--- src/emx_consts.svh ---
`ifndef EMX_CONSTS_SVH
`define EMX_CONSTS_SVH

// ----------------------------------------
// Cycle budget and field positions
// ----------------------------------------
`define EMX_MOVE_CYCLES 3
`define EMX_CODE_BYTES 1
`define EMX_CFG_MUX_BIT 4
`define EMX_CFG_RESET 8'h00
`define EMX_LOW_BYTE_W 8
`define EMX_ADDR_W 16

`endif

--- src/emx_pkg.sv ---
package emx_pkg;

	typedef enum logic [1:0] {
		EMX_IDLE,
		EMX_ADDR,
		EMX_DATA,
		EMX_LAST
	} emx_state_t;

	typedef struct packed {
		logic write;
		logic wide;
		logic [15:0] addr;
		logic [7:0] wdata;
	} emx_req_t;

endpackage : emx_pkg

--- src/emx_phase_if.sv ---
`timescale 1ns/1ps
interface emx_phase_if;
	logic start;
	logic done;
	logic [1:0] phase;

	modport ctrl (output start, input done, input phase);
	modport seq (input start, output done, output phase);
endinterface : emx_phase_if

--- src/emx_mux_ctrl.sv ---
`timescale 1ns/1ps
`include "emx_consts.svh"
// Function
// - Mode bit in configuration selects multiplexed or non-multiplexed operation.
// - Multiplexed mode carries data and low address byte on one bus.
// - Device drives the address latch strobe steering the external latch.
// - First phase: strobe high, low address byte driven on shared pins.
// - Strobe falling edge starts phase two; latch then holds its outputs.
// - Later in phase two data replaces address while read or store strobes.
// - Every external move is one code byte and takes three clocks.
module emx_mux_ctrl (
	input wire logic ref_clk_i, // System clock, 50 MHz.
	input wire logic srst_i, // Synchronous reset, active high.
	input wire logic clk_en_i, // Freezes all state while low.
	input wire logic [7:0] ext_mem_config_i, // Configuration byte.
	input wire logic req_valid_i, // Start an external move.
	input wire logic req_write_i, // One for store, zero for read.
	input wire logic req_wide_i, // One for 16-bit address form.
	input wire logic [15:0] req_addr_i, // Access address.
	input wire logic [7:0] req_wdata_i, // Store data.
	input wire logic [7:0] ad_in_i, // Shared pins, input side.
	output logic [7:0] ad_out_o, // Shared pins, output side.
	output logic ad_oe_o, // Shared pins driven when high.
	output logic [7:0] addr_hi_o, // Upper address byte.
	output logic [7:0] addr_lo_o, // Low address in non-multiplexed mode.
	output logic address_latch_strobe_o, // Address latch strobe.
	output logic read_strobe_n_o, // Read strobe, active low.
	output logic store_strobe_n_o, // Store strobe, active low.
	output logic req_ready_o, // Idle, request may be made.
	output logic rd_valid_o, // One-cycle pulse with read data.
	output logic [7:0] rd_data_o // Read data.
);

	emx_phase_if ph ();
	emx_pkg::emx_req_t req_reg;
	logic mux_mode_select;
	logic busy_reg;

	emx_phase_seq u_seq (
		.ref_clk_i(ref_clk_i),
		.srst_i(srst_i),
		.clk_en_i(clk_en_i),
		.ph(ph)
	);

	assign mux_mode_select = ext_mem_config_i[`EMX_CFG_MUX_BIT];
	assign ph.start = req_valid_i && !busy_reg;

	// ----------------------------------------
	// Request capture
	// ----------------------------------------
	always_ff @(posedge ref_clk_i) begin
		if (srst_i) begin
			req_reg <= '0;
			busy_reg <= 1'b0;
		end else if (clk_en_i) begin
			if (ph.start) begin
				req_reg.write <= req_write_i;
				req_reg.wide <= req_wide_i;
				// Narrow form only carries the low byte; upper byte reads zero.
				req_reg.addr <= req_wide_i ? req_addr_i : {8'h00, req_addr_i[7:0]};
				req_reg.wdata <= req_wdata_i;
				busy_reg <= 1'b1;
			end else if (ph.done) begin
				busy_reg <= 1'b0;
			end
		end
	end

	// ----------------------------------------
	// Pin phasing
	// ----------------------------------------
	always_ff @(posedge ref_clk_i) begin
		if (srst_i) begin
			ad_out_o <= 8'h00;
			ad_oe_o <= 1'b0;
			addr_hi_o <= 8'h00;
			addr_lo_o <= 8'h00;
			address_latch_strobe_o <= 1'b0;
			read_strobe_n_o <= 1'b1;
			store_strobe_n_o <= 1'b1;
		end else if (clk_en_i) begin
			if (ph.start) begin
				addr_hi_o <= req_wide_i ? req_addr_i[15:8] : 8'h00;
				read_strobe_n_o <= 1'b1;
				store_strobe_n_o <= 1'b1;
				if (mux_mode_select) begin
					address_latch_strobe_o <= 1'b1;
					ad_out_o <= req_addr_i[7:0];
					ad_oe_o <= 1'b1;
				end else begin
					address_latch_strobe_o <= 1'b0;
					addr_lo_o <= req_addr_i[7:0];
					ad_out_o <= req_wdata_i;
					ad_oe_o <= req_write_i;
				end
			end else if (busy_reg && ph.phase == 2'h1) begin
				// Address stays on the pins one cycle past the strobe fall for latch hold.
				address_latch_strobe_o <= 1'b0;
				read_strobe_n_o <= 1'b1;
				store_strobe_n_o <= 1'b1;
			end else if (busy_reg && ph.phase == 2'h2) begin
				ad_out_o <= req_reg.wdata;
				ad_oe_o <= req_reg.write;
				read_strobe_n_o <= req_reg.write;
				store_strobe_n_o <= !req_reg.write;
			end else if (ph.done) begin
				// Store data is held one cycle past the strobe rise for memory hold.
				read_strobe_n_o <= 1'b1;
				store_strobe_n_o <= 1'b1;
			end else if (!busy_reg) begin
				ad_oe_o <= 1'b0;
			end
		end
	end

	// ----------------------------------------
	// Handshake and read return
	// ----------------------------------------
	always_ff @(posedge ref_clk_i) begin
		if (srst_i) begin
			req_ready_o <= 1'b0;
			rd_valid_o <= 1'b0;
			rd_data_o <= 8'h00;
		end else if (clk_en_i) begin
			req_ready_o <= !busy_reg && !ph.start || ph.done;
			rd_valid_o <= ph.done && !req_reg.write;
			if (ph.done && !req_reg.write) begin
				rd_data_o <= ad_in_i;
			end
		end
	end

endmodule : emx_mux_ctrl

--- src/emx_phase_seq.sv ---
`timescale 1ns/1ps
`include "emx_consts.svh"
module emx_phase_seq (
	input wire logic ref_clk_i, // System clock.
	input wire logic srst_i, // Synchronous reset.
	input wire logic clk_en_i, // Clock enable.
	emx_phase_if.seq ph // Phase handshake.
);

	logic [1:0] cnt_reg;
	logic busy_reg;

	// ----------------------------------------
	// Three-cycle access counter
	// ----------------------------------------
	always_ff @(posedge ref_clk_i) begin
		if (srst_i) begin
			cnt_reg <= 2'h0;
			busy_reg <= 1'b0;
		end else if (clk_en_i) begin
			if (!busy_reg && ph.start) begin
				busy_reg <= 1'b1;
				cnt_reg <= 2'h1;
			end else if (busy_reg && cnt_reg == 2'(`EMX_MOVE_CYCLES)) begin
				busy_reg <= 1'b0;
				cnt_reg <= 2'h0;
			end else if (busy_reg) begin
				cnt_reg <= cnt_reg + 2'h1;
			end
		end
	end

	assign ph.phase = cnt_reg;
	assign ph.done = busy_reg && cnt_reg == 2'(`EMX_MOVE_CYCLES);

endmodule : emx_phase_seq

--- config.mk ---
export PLATFORM = sky130hd
export DESIGN_NAME = emx_mux_ctrl
export DESIGN_NICKNAME = d
export VERILOG_FILES = /design/src/emx_pkg.sv /design/src/emx_phase_if.sv /design/src/emx_mux_ctrl.sv /design/src/emx_phase_seq.sv
export VERILOG_INCLUDE_DIRS = /design/src
export SDC_FILE = /design/constraint.sdc
export NUM_CORES = 1
export LEC_CHECK = 0
export ABC_AREA = 1
export BUFFER_PORTS_ARGS = -buffer_cell sky130_fd_sc_hd__buf_2
export CAP_MARGIN = 30
export CORE_ASPECT_RATIO = 1.75
export CORE_UTILIZATION = 40
export DETAILED_ROUTE_END_ITERATION = 8
export GPL_TIMING_DRIVEN = 0
export MAX_ROUTING_LAYER = met4
export PLACE_DENSITY = 0.68
export SKIP_LAST_GASP = 1
export SLEW_MARGIN = 5
export SYNTH_ARGS = -nofsm -noshare
export SYNTH_HDL_FRONTEND = slang
export SYNTH_HIERARCHICAL = 1
export SYNTH_SLANG_ARGS = --single-unit
--- constraint.sdc ---
create_clock -name ref_clk_i -period 2.98 [get_ports ref_clk_i]
set_input_delay 0.596 -clock ref_clk_i [delete_from_list [all_inputs] [get_ports ref_clk_i]]
set_output_delay 0.596 -clock ref_clk_i [all_outputs]
set_load 0.02 [all_outputs]
* Word-level counts from Yosys, hierarchy flattened
Index checks and enable logic that the tools add are counted.
** Word-level totals
- Register bits after elaboration :: 51
- Input port bits :: 46
- Logic and storage cells :: 78
** Operators by class
- Add/subtract/negate cells :: 1
- Eq/ne operators :: 6
- Mux-type cells :: 27
- Bitwise gates (word level) :: 1
- Reduce and logical (&&, ||, !) cells :: 28
** Operators by type and width (count)
- two-way mux 8 bit :: 5
- two-way mux 1 bit :: 19
- AND reduction 2 bit :: 7
- nonzero test 2 bit :: 4
- logical AND 1 bit :: 7
- two-way mux 2 bit :: 3
- inequality test 3 x 2 -> 1 bit, second input constant :: 2
- AND reduction 3 bit :: 2
- == test 2 bit, second input constant :: 2
- logical NOT 1 bit :: 4
- AND reduction 4 bit :: 1
- nonzero test 4 bit :: 1
- nonzero test 3 bit :: 1
- adder 2 x 1 -> 2 bit, second input constant :: 1
- == test 2 x 1 -> 1 bit, second input constant :: 1
- inequality test 2 bit, second input constant :: 1
- logical OR 1 bit :: 1
- NOT 1 bit :: 1

* Logic depth before layout (Yosys ltp)
- Depth after elaboration :: 6
- Mapped depth :: 9

* By module
The synthesis kept the hierarchy.
** By module, submodules not included
- emx_mux_ctrl :: times used 1, cells an instance 286, area an instance 1989.4 um^2, seq. area each 960.9 um^2
- emx_phase_seq :: times used 1, cells an instance 27, area an instance 165.2 um^2, seq. area each 60.1 um^2

* Worst setup path after synthesis
No wires, ideal clock.
- Path type :: input to register
- Start :: input port srst_i
- End :: register ad_out_o[1]
- Setup time :: 0.064 ns
- Data arrival time :: 1.309 ns
- Slack :: 1.608 ns
- Stages :: 5
- Path buffers :: 2
- Cells stage by stage :: inv_1 > clkbuf_1 > clkbuf_1 > nand2_1 > nor2_1
** RTL lines
- from (decl) :: RTL line emx_mux_ctrl.sv:13 : input wire logic srst_i,
- to (signal assigned) :: RTL line emx_mux_ctrl.sv:89 : ad_out_o <= req_addr_i[7:0];
- to (signal assigned) :: RTL line emx_mux_ctrl.sv:94 : ad_out_o <= req_wdata_i;
- to (signal assigned) :: RTL line emx_mux_ctrl.sv:103 : ad_out_o <= req_reg.wdata;
- to (decl) :: RTL line emx_mux_ctrl.sv:22 : output logic [7:0] ad_out_o,

* Worst setup path after layout
- Start :: register u_seq.cnt_reg[0] (netlist: u_seq/ph.phase[0])
- End :: register rd_data_o[2]
** On the way
- Cells in the longest elaborated chain, start to end :: 4
** RTL lines
- from (decl) :: RTL line emx_phase_seq.sv:10 : logic [1:0] cnt_reg;
- from (signal assigned) :: RTL line emx_phase_seq.sv:28 : cnt_reg <= cnt_reg + 2'h1;
- == test 2 bit :: RTL line emx_phase_seq.sv:34 : assign ph.done = busy_reg && cnt_reg == 2'(`EMX_MOVE_CYCLES);
- logical AND 1 bit :: RTL line emx_phase_seq.sv:34
- named net ph.done :: RTL line emx_phase_if.sv:4 : logic done;
- logical AND 1 bit :: RTL line emx_mux_ctrl.sv:128 : if (ph.done && !req_reg.write) begin
- AND reduction 2 bit (no source line)
- to (signal assigned) :: RTL line emx_mux_ctrl.sv:129 : rd_data_o <= ad_in_i;
- to (decl) :: RTL line emx_mux_ctrl.sv:31 : output logic [7:0] rd_data_o
The timed path passes the listed nets, and every way through them passes these cells.
A chain may end at the register's enable or synchronous reset.

==> summary.txt <==
Final layout
  • Layout cells sized above 1: 24.8%
  • Design area: 2710 um2
  • Ant diodes: 0
  • Fillers: 556
  • Final core occ: 51.9%
  • Area grow syn2layout: 25.6%
  • Final net count: 442
  • Final non-filler cell total: 450
  • Max reg flops: 9

Critical path
  • Critical path origin: u_seq/ph.phase[0]
  • WS Path Type: flip-flop to flip-flop
  • Worst path max stage delay: 0.41 ns
  • Critical Path Sink: rd_data_o[2]
  • CP cell instances: ha_1 -> nand2_1 -> inv_1 -> nand2_1 -> nor2_2 -> inv_2 -> nor2_1 -> nor2_1
  • Levels on crit path: 8
  • Worst Reg2Reg Path Length in Cells: 8
  • Worst Setup End Kind: flip-flop
  • Crit-path max FO: 9
  • WP data required: 3.18 ns
  • Top delay family on crit path: simple AND/OR/NAND/NOR gates
  • Arr. time, crit path: 1.85 ns
  • Origin of the critical flop-to-flop path: u_seq/ph.phase[0]
  • Startpoint Class: flip-flop
  • CP max-delay cell: dfxtp_1
  • CP bufs+invs: 2
  • Reg-to-Reg End: rd_data_o[2]
  • Reg2Reg Setup Slack: 1.33 ns

STA
  • Final hold viol count: 0
  • Slew headroom: 65.2%
  • Minimum clock period: 1.65 ns
  • PnR worst setup slack: 1.33 ns
  • Hold Slack: 0.461 ns
  • Final count of negative-setup-slack endpoints: 0
  • Clock skew: 0.00444 ns
  • Slew Viols, Final: 0
  • Highest clock rate: 606 MHz
  • Final Cycle Share: 55.4%
  • Worst slew pin tran: 0.522 ns
  • Fin Setup TNS: 0 ns
  • RSZ-0062 raised after global routing: no

Clock tree
  • Total setup buffers inserted after CTS: 0
  • Clk buf depth: 2
  • Hold_buf cts: 0
  • CTS H-tree depth: 2
  • Worst-Skew Late Latency: 0.30 ns
  • CTS tree: built
  • Num CTS Buffers: 5
  • CTS resizes: 0
  • Root Driver: clkbuf_8
  • Sinks on the clock net: 51
  • Clock transition at path regs: 0.09 ns

Hold path
  • Min-delay src: store_strobe_n_o
  • HP Class: flip-flop to flip-flop

Routing
  • Initial drt markers: 66
  • DRC: 5
  • Avg WL per Cell: 11.7 um
  • First-pass iteration count of the detailed router: 6
  • Final WL: 5270 um
  • ANT nets after route: 0
  • Vias per cell: 4.86
  • Via count: 2189

Floorplanning
  • Initial core utilization: 41.3%
  • Die ar.: 5700 um2
  • Die height: 99.1 um
  • Top Ports: 84
  • CORE AREA: 5210 um2
  • Row count: 35
  • Horiz. Die Dim: 57.5 um

Placed design
  • IO Port Bufs: 75
  • Placed cell count: 443
  • Post-DP HPWL: 4010 um
  • Setup WS pre-CTS: 1.14 ns
  • GPL Wtd Cong: 0.780
  • DP Area: 2600 um2

GRT
  • Vias in the first global route: 2005
  • Global route total overflow: 0
  • Largest net degree at the start of global routing: 16
  • Antenna violations before repair: 0
  • GR Util All Layers: 20.0%
  • First-pass GRT wire length: 8770 um

Power
  • Leakage: 1.37 nW
  • Pwr Density: 530 nW/um2
  • Final Total Pwr: 1.43 mW
  • VDD IR max: 0.000386 V

Run status
  • Status: complete, but fails checks
  • Failing checks: DRC

Logic synthesis
  • Cell variety after synth: 19
  • Ys Warns: 6
  • Mapped Cells: 313
  • Cell area after synthesis: 2150 um2
  • Sequential area share after synthesis: 47.4%
  • Synth Area per Inst: 6.88 um2
  • Yosys reg bits: 51
  • Synthesized net count: 360

Job
  • Max cap viols: 0
-- cell usage after synthesis --
library cell | count | area, um2
nor2_1 | 59 | 221
inv_2 | 5 | 18.8
buf_1 | 2 | 7.51
inv_1 | 27 | 101
nor2_4 | 1 | 11.3
a21oi_1 | 28 | 140
nor3_1 | 6 | 30.0
buf_2 | 3 | 15.0
nand2_1 | 70 | 263
clkbuf_1 | 4 | 15.0
o21ai_1 | 4 | 20.0
nand2_2 | 3 | 18.8
nand3b_1 | 2 | 15.0
buf_4 | 3 | 22.5
nand3_1 | 15 | 75.1
dfxtp_1 | 51 | 1020
nor2_2 | 1 | 6.26
ha_1 | 1 | 12.5
o21ai_0 | 28 | 140
-- cell type report --
class / count / area (um2) / share of cell area [%]
Tap cell: 55 / 68.8 / 2.54
Sequential cell: 51 / 1020 / 37.7
Inverter: 32 / 120 / 4.44
Clock inverter: 2 / 37.5 / 1.39
Timing Repair Buffer: 75 / 375 / 13.9
Multi-Input combinational cell: 218 / 953 / 35.2
Buffer: 12 / 60.1 / 2.22
Clock buffer: 5 / 68.8 / 2.54
-- cells by family (layout without fill, tap and decap cells) --
| logic type | after synthesis | in the layout | share of synthesized area [%] |
|---|---|---|---|
| AOI/OAI and AO/OA | 60 | 60 | 13.9 |
| adders and majority gates | 1 | 1 | 0.581 |
| buffers and inverters | 44 | 126 | 8.36 |
| DFF | 51 | 51 | 47.4 |
| and+or+nand+nor | 157 | 157 | 29.7 |
-- cell usage in the layout (no fill, tap or decap), drive strengths merged --
cell	synthesis	layout
clkbuf	4	9
bufinv	0	1
inv	32	32
dfxtp	51	51
nor2	61	61
nor3	6	6
a21oi	28	28
nand3	15	15
buf	8	83
clkinvlp	0	1
nand2	73	73
nand3b	2	2
o21ai	32	32
ha	1	1
-- worst register-to-register path: cells and delay by family, from the launching register on --
family / cells / cell delay [ns]
buffers and inverters: 2 / 0.27
DFF: 1 / 0.41
and+or+nand+nor: 5 / 0.64
adders and majority gates: 1 / 0.23
-- how the worst min path moves through the flow --
stage / slack (ns) / to / cells past startpoint
detailed placement: 0.45 / req_reg[4] / 2
CTS: 0.46 / req_reg[4] / 2
global placement: 0.44 / read_strobe_n_o / 2
floorplan: 0.43 / req_reg[7] / 2
finish: 0.46 / store_strobe_n_o / 2
global route: 0.48 / req_reg[6] / 2
-- where the power goes --
group / leakage [nW] / internal (mW) / total, mW / switching [mW]
Combinational: 0.905 / 0.0834 / 0.225 / 0.142
Clock: 0.0502 / 0.246 / 0.472 / 0.226
Sequential: 0.417 / 0.717 / 0.736 / 0.0191
Total: 1.37 / 1.05 / 1.43 / 0.387
-- layer usage --
metal | GRT usage, % | wire [um]
met1 | 23.0 | 2290
met2 | 34.8 | 2670
met3 | 2.86 | 235
met4 | 6.57 | 69
met5 | - | 0
No activity file was read; power rests on OpenSTA's default activity.
